===== src/design/esis_pkg.sv =====
package esis_pkg;

	localparam int unsigned CLK_HZ         = 50_000_000;
	localparam int unsigned TICK_PERIOD_MS = 1000;
	localparam int unsigned TICK_CYCLES    = CLK_HZ / 1000 * TICK_PERIOD_MS;

	localparam int unsigned NUM_TMR  = 4;
	localparam int unsigned TMR_COOL = 0;
	localparam int unsigned TMR_ISTA = 1;
	localparam int unsigned TMR_ISTO = 2;
	localparam int unsigned TMR_SFAIL = 3;
	localparam int unsigned TMR_W    = 17;

	localparam logic [7:0] ADDR_CTRL      = 8'h00;
	localparam logic [7:0] ADDR_COOLDOWN  = 8'h04;
	localparam logic [7:0] ADDR_STOPFAIL  = 8'h08;
	localparam logic [7:0] ADDR_IDLE_STA  = 8'h0C;
	localparam logic [7:0] ADDR_IDLE_STO  = 8'h10;
	localparam logic [7:0] ADDR_GOV_OFS   = 8'h14;
	localparam logic [7:0] ADDR_STATUS    = 8'h18;

	localparam int unsigned CTRL_IDLE_EN   = 0;
	localparam int unsigned CTRL_ISTA_EN   = 1;
	localparam int unsigned CTRL_ISTO_EN   = 2;
	localparam int unsigned CTRL_IINT_EN   = 3;
	localparam int unsigned CTRL_SFAIL_EN  = 4;
	localparam int unsigned CTRL_MODE_LSB  = 5;
	localparam int unsigned CTRL_APP_LSB   = 8;
	localparam int unsigned CTRL_SHIFT     = 11;
	localparam int unsigned CTRL_W         = 12;

	localparam int unsigned STAT_STATE_LSB = 0;
	localparam int unsigned STAT_SFAIL     = 8;
	localparam int unsigned STAT_IDLE      = 9;

	localparam logic [11:0] CTRL_RST      = 12'h010;
	localparam logic [15:0] COOLDOWN_RST  = 16'h00F0;
	localparam logic [15:0] STOPFAIL_RST  = 16'h001E;
	localparam logic [13:0] IDLE_STA_RST  = 14'h0BB8;
	localparam logic [13:0] IDLE_STO_RST  = 14'h0BB8;
	localparam logic [7:0]  GOV_OFS_RST   = 8'h00;
	localparam logic [16:0] TENTH_MIN_SEC = 17'h00006;

	typedef enum logic [1:0] {
		MODE_AUTO   = 2'b00,
		MODE_OPER   = 2'b01,
		MODE_MANUAL = 2'b10
	} esis_mode_t;

	typedef enum logic [2:0] {
		APP_ISLAND = 3'b000,
		APP_FIXED  = 3'b001,
		APP_LTO    = 3'b010,
		APP_EXPORT = 3'b011,
		APP_PEAK   = 3'b100,
		APP_AMF    = 3'b101
	} esis_app_t;

	typedef enum logic [2:0] {
		ST_STOPPED   = 3'b000,
		ST_RUN       = 3'b001,
		ST_COOL      = 3'b010,
		ST_IDLE_STOP = 3'b011,
		ST_STOPPING  = 3'b100
	} esis_state_t;

endpackage


===== src/design/esis_tmr_if.sv =====
`timescale 1ns/1ps
`default_nettype none
interface esis_tmr_if;
	import esis_pkg::*;
	logic              tick;
	logic              restart;
	logic [TMR_W-1:0]  limit;
	logic              zero_inf;
	logic              done;
	modport ctl (output tick, output restart, output limit, output zero_inf, input done);
	modport tmr (input tick, input restart, input limit, input zero_inf, output done);
endinterface
`default_nettype wire


===== src/design/esis_timer.sv =====
`timescale 1ns/1ps
`default_nettype none
module esis_timer
	import esis_pkg::*;
(
	input  wire logic  mclk_i,
	input  wire logic  reset_i,
	esis_tmr_if.tmr    t
);
	logic [TMR_W-1:0] cnt_ff;
	logic [TMR_W-1:0] nxt_cnt;
	wire              at_max = &cnt_ff;

	// Saturating so a long wait never wraps into a false expiry.
	assign nxt_cnt = t.restart ? '0 : ((t.tick && !at_max) ? cnt_ff + 1'b1 : cnt_ff);
	assign t.done  = (t.limit == '0) ? !t.zero_inf : (cnt_ff >= t.limit);

	always_ff @(posedge mclk_i or posedge reset_i) begin
		if (reset_i) begin
			cnt_ff <= '0;
		end else begin
			cnt_ff <= nxt_cnt;
		end
	end
endmodule // esis_timer
`default_nettype wire


===== src/design/esis_top.sv =====
`timescale 1ns/1ps
`default_nettype none
// Function
// Stop command starts stop, cooldown first normally.
// Cooldown configurable, default 240 s, zero endless.
// Stop button cools down; second press stops.
// Emergency stop skips cooldown, opens breaker.
// Only cooldown interruptible; restart waits stopped. Code also lets thermal hold return idle stop to run.
// Mains failure cancels cooldown in auto failover.
// Operator start cancels cooldown, engine keeps running.
// Auto digital start or peak overshoot cancels.
// Breaker close cancels cooldown in operator/manual.
// Stopped engine returns governor output to offset.
// Stop-failure alarm, enabled, 30 s default.
// Idle run drives idle-select signal to governor.
// Low-speed input selects speed, never blocks stop.
// Thermal hold starts engine and refuses stop.
// Low-speed input outranks expired idle start timer.
// Idle start timer holds idle, default 300 min.
// Idle stop timer idles before final stop.
// Low-speed active means idle, released means nominal.
// Idle interrupt: start gives nominal, stop stops.
// Alarm inhibits apply, oil pressure stays active.
// Installation asserts running feedback during idle.
// Timers use one-second tick, restart per entry.
module esis_top
	import esis_pkg::*;
#(
	parameter int unsigned TICK_CYC = TICK_CYCLES
)
(
	input  wire logic        mclk_i,
	input  wire logic        reset_i,
	input  wire logic [7:0]  addr_i,
	input  wire logic [31:0] wdata_i,
	input  wire logic        wr_i,
	input  wire logic        rd_i,
	output logic      [31:0] rdata_o,
	input  wire logic        auto_stop_i,
	input  wire logic        trip_stop_i,
	input  wire logic        stop_btn_i,
	input  wire logic        remote_stop_i,
	input  wire logic        estop_i,
	input  wire logic        start_btn_i,
	input  wire logic        remote_start_i,
	input  wire logic        dig_start_i,
	input  wire logic        peak_over_sp_i,
	input  wire logic        mains_fail_i,
	input  wire logic        gb_close_btn_i,
	input  wire logic        remote_gb_close_i,
	input  wire logic        low_speed_i,
	input  wire logic        thermal_hold_i,
	input  wire logic        running_fb_i,
	input  wire logic        alarm_inhibit_i,
	input  wire logic [7:0]  gov_setpoint_i,
	output logic             run_req_o,
	output logic             generator_breaker_open_o,
	output logic             idle_o,
	output logic      [7:0]  gov_out_o,
	output logic             stop_fail_o,
	output logic             inhibit_o,
	output logic             oil_inhibit_o,
	output logic      [2:0]  state_o
);

	localparam int unsigned TICK_W = $clog2(TICK_CYC + 1);

	esis_state_t          state_ff;
	esis_state_t          nxt_state;
	logic [CTRL_W-1:0]    ctrl_ff;
	logic [15:0]          cooldown_ff;
	logic [15:0]          stopfail_ff;
	logic [13:0]          idle_sta_ff;
	logic [13:0]          idle_sto_ff;
	logic [7:0]           gov_ofs_ff;
	logic                 sfail_ff;
	logic                 ista_act_ff;
	logic                 ovr_ff;
	logic                 idle_ff;
	logic                 gb_open_ff;
	logic [7:0]           gov_ff;
	logic                 inh_ff;
	logic                 oil_inh_ff;
	logic [31:0]          rdata_ff;
	logic [TICK_W-1:0]    tick_cnt_ff;
	logic [NUM_TMR-1:0]   tmr_restart;
	logic [NUM_TMR-1:0]   tmr_done;
	logic [TMR_W-1:0]     tmr_limit [NUM_TMR];

	esis_tmr_if tmr_bus [NUM_TMR] ();

	// One-second tick shared by every sequence timer.
	wire tick = (tick_cnt_ff == TICK_W'(TICK_CYC - 1));

	always_ff @(posedge mclk_i or posedge reset_i) begin
		if (reset_i) begin
			tick_cnt_ff <= '0;
		end else begin
			tick_cnt_ff <= tick ? '0 : tick_cnt_ff + 1'b1;
		end
	end

	wire idle_en  = ctrl_ff[CTRL_IDLE_EN];
	wire ista_en  = ctrl_ff[CTRL_ISTA_EN];
	wire isto_en  = ctrl_ff[CTRL_ISTO_EN];
	wire iint_en  = ctrl_ff[CTRL_IINT_EN];
	wire sfail_en = ctrl_ff[CTRL_SFAIL_EN];
	wire [1:0] mode = ctrl_ff[CTRL_MODE_LSB +: 2];
	wire [2:0] app  = ctrl_ff[CTRL_APP_LSB +: 3];
	wire shift_on = ctrl_ff[CTRL_SHIFT];

	wire m_auto   = (mode == MODE_AUTO);
	wire m_oper   = (mode == MODE_OPER);
	wire m_sm     = m_oper || (mode == MODE_MANUAL);
	wire app_dig  = (app == APP_ISLAND) || (app == APP_FIXED) || (app == APP_LTO) || (app == APP_EXPORT);

	wire oper_start = m_oper && (start_btn_i || remote_start_i);
	wire user_stop  = m_sm && (stop_btn_i || remote_stop_i);
	wire mains_ev   = m_auto && mains_fail_i && ((app == APP_AMF) || shift_on);
	wire auto_start = m_auto && ((dig_start_i && app_dig) || (peak_over_sp_i && (app == APP_PEAK)));
	wire gb_close   = m_sm && (gb_close_btn_i || remote_gb_close_i);
	wire cancel_ev  = mains_ev || oper_start || auto_start || gb_close;
	wire start_ev   = mains_ev || oper_start || auto_start || thermal_hold_i;
	wire soft_stop  = user_stop || (m_auto && auto_stop_i);
	wire idle_stop_press = m_oper && iint_en && idle_ff && user_stop;
	wire idle_start_press = m_oper && iint_en && idle_ff && oper_start;

	// Low-speed input plays no part here, so it can never hold off a stop.
	always_comb begin
		nxt_state = state_ff;
		unique case (state_ff)
			ST_STOPPED: begin
				if (start_ev && !estop_i) begin
					nxt_state = ST_RUN;
				end
			end
			ST_RUN: begin
				if (estop_i || (idle_stop_press && !thermal_hold_i)) begin
					nxt_state = ST_STOPPING;
				end else if (trip_stop_i || (soft_stop && !thermal_hold_i)) begin
					nxt_state = ST_COOL;
				end
			end
			ST_COOL: begin
				if (estop_i) begin
					nxt_state = ST_STOPPING;
				end else if (thermal_hold_i || cancel_ev) begin
					nxt_state = ST_RUN;
				end else if (user_stop) begin
					nxt_state = ST_STOPPING;
				end else if (tmr_done[TMR_COOL]) begin
					nxt_state = isto_en && idle_en ? ST_IDLE_STOP : ST_STOPPING;
				end
			end
			ST_IDLE_STOP: begin
				if (estop_i) begin
					nxt_state = ST_STOPPING;
				end else if (thermal_hold_i) begin
					nxt_state = ST_RUN;
				end else if (tmr_done[TMR_ISTO]) begin
					nxt_state = ST_STOPPING;
				end
			end
			ST_STOPPING: begin
				if (!running_fb_i) begin
					nxt_state = ST_STOPPED;
				end
			end
			default: begin
				nxt_state = ST_STOPPING;
			end
		endcase
	end

	wire entering = (nxt_state != state_ff);

	assign tmr_restart[TMR_COOL]  = entering && (nxt_state == ST_COOL);
	assign tmr_restart[TMR_ISTA]  = entering && (state_ff == ST_STOPPED);
	assign tmr_restart[TMR_ISTO]  = entering && (nxt_state == ST_IDLE_STOP);
	assign tmr_restart[TMR_SFAIL] = entering && (nxt_state == ST_STOPPING);

	assign tmr_limit[TMR_COOL]  = {1'b0, cooldown_ff};
	assign tmr_limit[TMR_ISTA]  = {3'h0, idle_sta_ff} * TENTH_MIN_SEC;
	assign tmr_limit[TMR_ISTO]  = {3'h0, idle_sto_ff} * TENTH_MIN_SEC;
	assign tmr_limit[TMR_SFAIL] = {1'b0, stopfail_ff};

	genvar gi;
	generate
		for (gi = 0; gi < NUM_TMR; gi++) begin : g_tmr
			assign tmr_bus[gi].tick     = tick;
			assign tmr_bus[gi].restart  = tmr_restart[gi];
			assign tmr_bus[gi].limit    = tmr_limit[gi];
			assign tmr_bus[gi].zero_inf = (gi == TMR_COOL);
			assign tmr_done[gi]         = tmr_bus[gi].done;
			esis_timer u_timer (
				.mclk_i  (mclk_i),
				.reset_i (reset_i),
				.t       (tmr_bus[gi])
			);
		end
	endgenerate

	wire running = (state_ff == ST_RUN) || (state_ff == ST_COOL) || (state_ff == ST_IDLE_STOP);

	// The idle start window opens at every start and shuts on timeout or an idle interrupt.
	wire nxt_ista_act = tmr_restart[TMR_ISTA] ? (idle_en && ista_en) :
		(ista_act_ff && running && !tmr_done[TMR_ISTA] && !idle_start_press);
	// An idle interrupt start overrides the low-speed input until it is released.
	wire nxt_ovr = idle_start_press || (ovr_ff && low_speed_i);
	wire nxt_idle = idle_en && running &&
		((low_speed_i && !ovr_ff) || ista_act_ff || (state_ff == ST_IDLE_STOP));
	wire nxt_gb_open = estop_i || (gb_open_ff && (state_ff != ST_STOPPED));
	wire sfail_hit = sfail_en && (state_ff == ST_STOPPING) && tmr_done[TMR_SFAIL];

	// Register access decode.
	wire wr_ctrl  = wr_i && (addr_i == ADDR_CTRL);
	wire wr_cool  = wr_i && (addr_i == ADDR_COOLDOWN);
	wire wr_sfl   = wr_i && (addr_i == ADDR_STOPFAIL);
	wire wr_ista  = wr_i && (addr_i == ADDR_IDLE_STA);
	wire wr_isto  = wr_i && (addr_i == ADDR_IDLE_STO);
	wire wr_gov   = wr_i && (addr_i == ADDR_GOV_OFS);
	wire wr_stat  = wr_i && (addr_i == ADDR_STATUS);
	// Writing one clears the stop-failure flag, but a fresh failure in the same cycle wins.
	wire nxt_sfail = sfail_hit || (sfail_ff && !(wr_stat && wdata_i[STAT_SFAIL]));

	wire [31:0] status_word = {22'h0, idle_ff, sfail_ff, 5'h0, state_ff};
	wire [31:0] rd_mux =
		(addr_i == ADDR_CTRL)     ? {{(32-CTRL_W){1'b0}}, ctrl_ff} :
		(addr_i == ADDR_COOLDOWN) ? {16'h0, cooldown_ff} :
		(addr_i == ADDR_STOPFAIL) ? {16'h0, stopfail_ff} :
		(addr_i == ADDR_IDLE_STA) ? {18'h0, idle_sta_ff} :
		(addr_i == ADDR_IDLE_STO) ? {18'h0, idle_sto_ff} :
		(addr_i == ADDR_GOV_OFS)  ? {24'h0, gov_ofs_ff} :
		(addr_i == ADDR_STATUS)   ? status_word : 32'h0000_0000;

	always_ff @(posedge mclk_i or posedge reset_i) begin
		if (reset_i) begin
			ctrl_ff <= CTRL_RST;
		end else if (wr_ctrl) begin
			ctrl_ff <= wdata_i[CTRL_W-1:0];
		end
	end

	always_ff @(posedge mclk_i or posedge reset_i) begin
		if (reset_i) begin
			cooldown_ff <= COOLDOWN_RST;
		end else if (wr_cool) begin
			cooldown_ff <= wdata_i[15:0];
		end
	end

	always_ff @(posedge mclk_i or posedge reset_i) begin
		if (reset_i) begin
			stopfail_ff <= STOPFAIL_RST;
		end else if (wr_sfl) begin
			stopfail_ff <= wdata_i[15:0];
		end
	end

	always_ff @(posedge mclk_i or posedge reset_i) begin
		if (reset_i) begin
			idle_sta_ff <= IDLE_STA_RST;
		end else if (wr_ista) begin
			idle_sta_ff <= wdata_i[13:0];
		end
	end

	always_ff @(posedge mclk_i or posedge reset_i) begin
		if (reset_i) begin
			idle_sto_ff <= IDLE_STO_RST;
		end else if (wr_isto) begin
			idle_sto_ff <= wdata_i[13:0];
		end
	end

	always_ff @(posedge mclk_i or posedge reset_i) begin
		if (reset_i) begin
			gov_ofs_ff <= GOV_OFS_RST;
		end else if (wr_gov) begin
			gov_ofs_ff <= wdata_i[7:0];
		end
	end

	// Read data returns to zero after its one cycle, so a stale word is never mistaken for a fresh one.
	always_ff @(posedge mclk_i or posedge reset_i) begin
		if (reset_i) begin
			rdata_ff <= '0;
		end else begin
			rdata_ff <= rd_i ? rd_mux : 32'h0000_0000;
		end
	end

	// The run request is a combinational decode of this register, not registered itself, so it can glitch on a state change.
	always_ff @(posedge mclk_i or posedge reset_i) begin
		if (reset_i) begin
			state_ff <= ST_STOPPED;
		end else begin
			state_ff <= nxt_state;
		end
	end

	always_ff @(posedge mclk_i or posedge reset_i) begin
		if (reset_i) begin
			sfail_ff    <= 1'b0;
			ista_act_ff <= 1'b0;
			ovr_ff      <= 1'b0;
			idle_ff     <= 1'b0;
			gb_open_ff  <= 1'b0;
		end else begin
			sfail_ff    <= nxt_sfail;
			ista_act_ff <= nxt_ista_act;
			ovr_ff      <= nxt_ovr;
			idle_ff     <= nxt_idle;
			gb_open_ff  <= nxt_gb_open;
		end
	end

	// Oil pressure alarms stay live while idling, since low oil pressure is most dangerous at idle.
	always_ff @(posedge mclk_i or posedge reset_i) begin
		if (reset_i) begin
			gov_ff     <= GOV_OFS_RST;
			inh_ff     <= 1'b0;
			oil_inh_ff <= 1'b0;
		end else begin
			gov_ff     <= (state_ff == ST_STOPPED) ? gov_ofs_ff : gov_setpoint_i;
			inh_ff     <= alarm_inhibit_i;
			oil_inh_ff <= alarm_inhibit_i && !idle_ff;
		end
	end

	assign rdata_o                  = rdata_ff;
	assign run_req_o                = running;
	assign generator_breaker_open_o = gb_open_ff;
	assign idle_o                   = idle_ff;
	assign gov_out_o                = gov_ff;
	assign stop_fail_o              = sfail_ff;
	assign inhibit_o                = inh_ff;
	assign oil_inhibit_o            = oil_inh_ff;
	assign state_o                  = state_ff;

endmodule // esis_top
`default_nettype wire


===== config.mk =====
export PLATFORM = sky130hd
export DESIGN_NAME = esis_top
export DESIGN_NICKNAME = d
export VERILOG_FILES = /design/src/design/esis_pkg.sv /design/src/design/esis_tmr_if.sv /design/src/design/esis_timer.sv /design/src/design/esis_top.sv
export SDC_FILE = /design/constraint.sdc
export NUM_CORES = 1
export LEC_CHECK = 0
export ABC_AREA = 1
export BUFFER_PORTS_ARGS = -buffer_cell sky130_fd_sc_hd__buf_2
export CAP_MARGIN = 15
export CORE_UTILIZATION = 48
export CTS_CLUSTER_SIZE = 16
export DETAILED_ROUTE_END_ITERATION = 10
export GPL_TIMING_DRIVEN = 0
export HOLD_SLACK_MARGIN = 0.15
export PLACE_DENSITY = 0.77
export SYNTH_ARGS = -nofsm -noshare
export SYNTH_HDL_FRONTEND = slang
export SYNTH_SLANG_ARGS = --single-unit
export TNS_END_PERCENT = 10

===== constraint.sdc =====
create_clock -name mclk_i -period 6.85 [get_ports mclk_i]
set_clock_uncertainty 0.1 [all_clocks]
set_input_delay 1.0275 -clock mclk_i [delete_from_list [all_inputs] [get_ports mclk_i]]
set_output_delay 1.0275 -clock mclk_i [all_outputs]
set_load 0.01 [all_outputs]

==> metrics.csv <==
metric,value,unit
status,finished clean,
DR pass1 iterations,8,
Root Buffer Master,clkbuf_16,
largest net degree at the start of global routing,133,
DIE HEIGHT,169,um
GRT overflow,0,
placed cells,2209,
leading area contributor after synthesis,dfrtp_1,
Place WS,2.68,ns
post-layout util,0.558,
clk buf depth,3,
predominant post-synthesis flop cell,dfrtp_1,
nets@finish,2039,
post-synthesis xor/xnor area fraction,0.0418,
DR vias,12160,
Core Footprint,27100,um2
YS warnings,0,
post-synthesis mux area share,0.000842,
synthesized area,13400,um2
register-to-register setup slack,2.69,ns
PnR worst setup slack,2.69,ns
setup bufs post-CTS,0,
Synth Instances,1738,
Starting DRT DRC Count,1230,
Setup CP Type,reg2reg,
initial antenna violation count,0,
Post-Synth Adder-Cell Area,0.102,
unique cell type count in the Yosys netlist,56,
DR DRC count,0,
maximum VDD drop,0.187,mV
clock-pin slew on the worst setup and hold paths,0.06,ns
Crit path required time,7.18,ns
CTS tree,built,
share of cells above drive strength 1,0.114,
post-route cell area,15100,um2
Lkg Pwr,7.56,nW
Syn-to-layout area delta,13.1,%
Seq cells post-synth,208,
Initial Util,0.493,
drt via density,5.40,
clk_lat worst skew,0.55,ns
post-synthesis sequential area ratio,0.391,
RSZ-0062 raised after global routing,no,
maximum operating frequency,240,MHz
final worst-path cycle share,0.607,
"top cells by area, synth","dfrtp_1, nand2_1, ha_1, inv_1, o21ai_0",
WHS,0.361,ns
Setup crit end kind,register,
Hold Crit Start,tick_cnt_ff[0]$_DFF_PP0_,
htree depth,1,
synthesized area per cell,7.69,um2
WP data arrival,4.49,ns
crit start category,register,
Detailed Place HPWL,28200,um
worst-path maximum fanout,10,
die area,28500,um2
"Power, Total",3.46,mW
Cell Pwr Density,229,nW/um2
minimum clock period,4.16,ns
diodes inserted,0,
Async SR Flop Fraction,1.00,
die span in x,169,um
GRT Total Usage,0.262,
clk sinks,208,
Slew headroom,0.361,
antenna-violating nets left,0,
routability cong.,1.00,
Pins Over Slew Limit,0,
total of max-cap violations,0,
number of synthesized flops with an enable pin,0,
input/output buffers,83,
R2R depth,24,
first-pass GRT wire length,59300,um
largest family of logic cells by synthesized area,simple AND/OR/NAND/NOR gates,
CTS Hold Buffers Added,0,
number of global-route vias before repair,11515,
Final Setup Violations,0,
Num CTS Buffers,24,
worst r2r dst,g_tmr[3].u_timer.cnt_ff[1]$_DFFE_PP0P_,
Fin Setup TNS,0,ns
row count,60,
drt wl/cell,16.3,um
# resized after CTS,0,
Compound-Gate Fraction of Synth Area,0.120,
number of I/O pins,117,
simple-gate share of the synthesized area,0.247,
Hold Path End,tick_cnt_ff[0]$_DFF_PP0_,
Final Hold Fails,0,
Hold Path Class,reg2reg,
reg2reg start,idle_sto_ff[1]$_DFFE_PP0P_,
top cell type's share of synthesized area,0.346,
dpl cell area,14300,um2
Worst Hold Depth,1,
Final Non-Filler Cells,2253,
Slew @ Worst Pin,0.950,ns
DRT Wirelength,36700,um
[state kept, by name, summed over array words and instances (netlist names)]
signal,cells
cooldown_ff,16
ctrl_ff,12
g_tmr.u_timer.cnt_ff,68
generator_breaker_open_o,1
gov_ofs_ff,8
gov_out_o,8
idle_o,1
idle_sta_ff,14
idle_sto_ff,14
inhibit_o,1
ista_act_ff,1
oil_inhibit_o,1
ovr_ff,1
rdata_o,16
state_o,3
stop_fail_o,1
stopfail_ff,16
tick_cnt_ff,26
[area by class of cell]
class | instances | area (um2)
fill | 2506 | 12000
tap | 372 | 465
timing repair buffer | 84 | 443
clock buffer | 34 | 668
inverter | 279 | 1050
clock inverter | 10 | 118
sequential | 208 | 5230
buffer | 45 | 245
multi-input combinational | 1221 | 6900
[per-layer routing]
metal | part of all wire | global-route usage
met1 | 0.44 | 0.364
met2 | 0.43 | 0.408
met3 | 0.094 | 0.0512
met4 | 0.032 | 0.0854
met5 | 0 | 0
[worst max path at each step]
stage,startpoint,end,slack (ns)
after floorplan,reset_i,cooldown_ff[0]$_DFFE_PP0P_,0.08
after global placement,reset_i,g_tmr[2].u_timer.cnt_ff[7]$_DFFE_PP0P_,-2.19
after detailed placement,idle_sto_ff[1]$_DFFE_PP0P_,g_tmr[3].u_timer.cnt_ff[1]$_DFFE_PP0P_,2.68
after CTS,idle_sto_ff[1]$_DFFE_PP0P_,g_tmr[3].u_timer.cnt_ff[1]$_DFFE_PP0P_,2.67
after global routing,idle_sto_ff[1]$_DFFE_PP0P_,g_tmr[3].u_timer.cnt_ff[1]$_DFFE_PP0P_,2.29
final,idle_sto_ff[1]$_DFFE_PP0P_,g_tmr[3].u_timer.cnt_ff[1]$_DFFE_PP0P_,2.69
[cell families after synthesis]
family | count (synthesis)
simple gates | 746
buf+inv | 324
compound gates | 287
flops | 208
fa+ha+maj | 108
xor+xnor | 63
other cells | 1
mux | 1
[power breakdown]
group / internal [mW] / switching (mW) / leakage (nW) / total, mW
clock network: 0.757 / 0.536 / 0.385 / 1.29
logic: 0.270 / 0.498 / 4.42 / 0.769
registers: 1.32 / 0.0797 / 2.76 / 1.40
[worst max-delay path: stages, from the launching register on]
cell and delay [ns]:
dfrtp_1 0.47, ha_1 0.30, fa_1 0.46, nand3_1 0.13, nand3_1 0.14, nand2_1 0.09, nand2_1 0.06, xnor2_1 0.23
ha_1 0.30, a21o_1 0.16, a21oi_1 0.13, nand2_1 0.07, inv_1 0.06, nand2_1 0.05, nand2_1 0.06, nand3_2 0.12
nand2_2 0.09, nand2_1 0.05, nand2_1 0.08, nand2_2 0.07, nand3_1 0.09, nand2_2 0.08, a21boi_4 0.38, buf_6 0.23
nor2_2 0.05
[cells in the final DEF, fill, tap and decap left out, drive strengths merged, types with 49 or more instances in the layout]
| cell type | count |
|---|---|
| nand2 | 391 |
| ha | 106 |
| nor2 | 155 |
| dfrtp | 185 |
| buf | 103 |
| clkbuf | 60 |
| xor2 | 49 |
| a21oi | 81 |
| o21ai | 147 |
| nand3 | 81 |
| inv | 279 |
[cells in the mapped netlist, types with 3 or more instances]
master,n
nor3_2,3
xnor2_1,13
o21ai_0,145
dfstp_2,23
inv_2,4
buf_4,16
o31ai_1,6
a221oi_1,10
nor3_1,41
ha_1,106
nand3b_1,3
o211ai_1,3
nor2_2,20
a21o_1,4
nor2_1,134
nor4_1,19
nor3b_1,7
and2_1,3
inv_1,275
xor2_1,49
a211oi_1,5
nand4_1,35
clkbuf_1,26
nand2_2,13
a21oi_1,81
and3_1,5
a31oi_1,14
dfrtp_1,185
nand3_1,77
nand2_1,377
nand3_2,3
(Power assumes the default switching activity.)
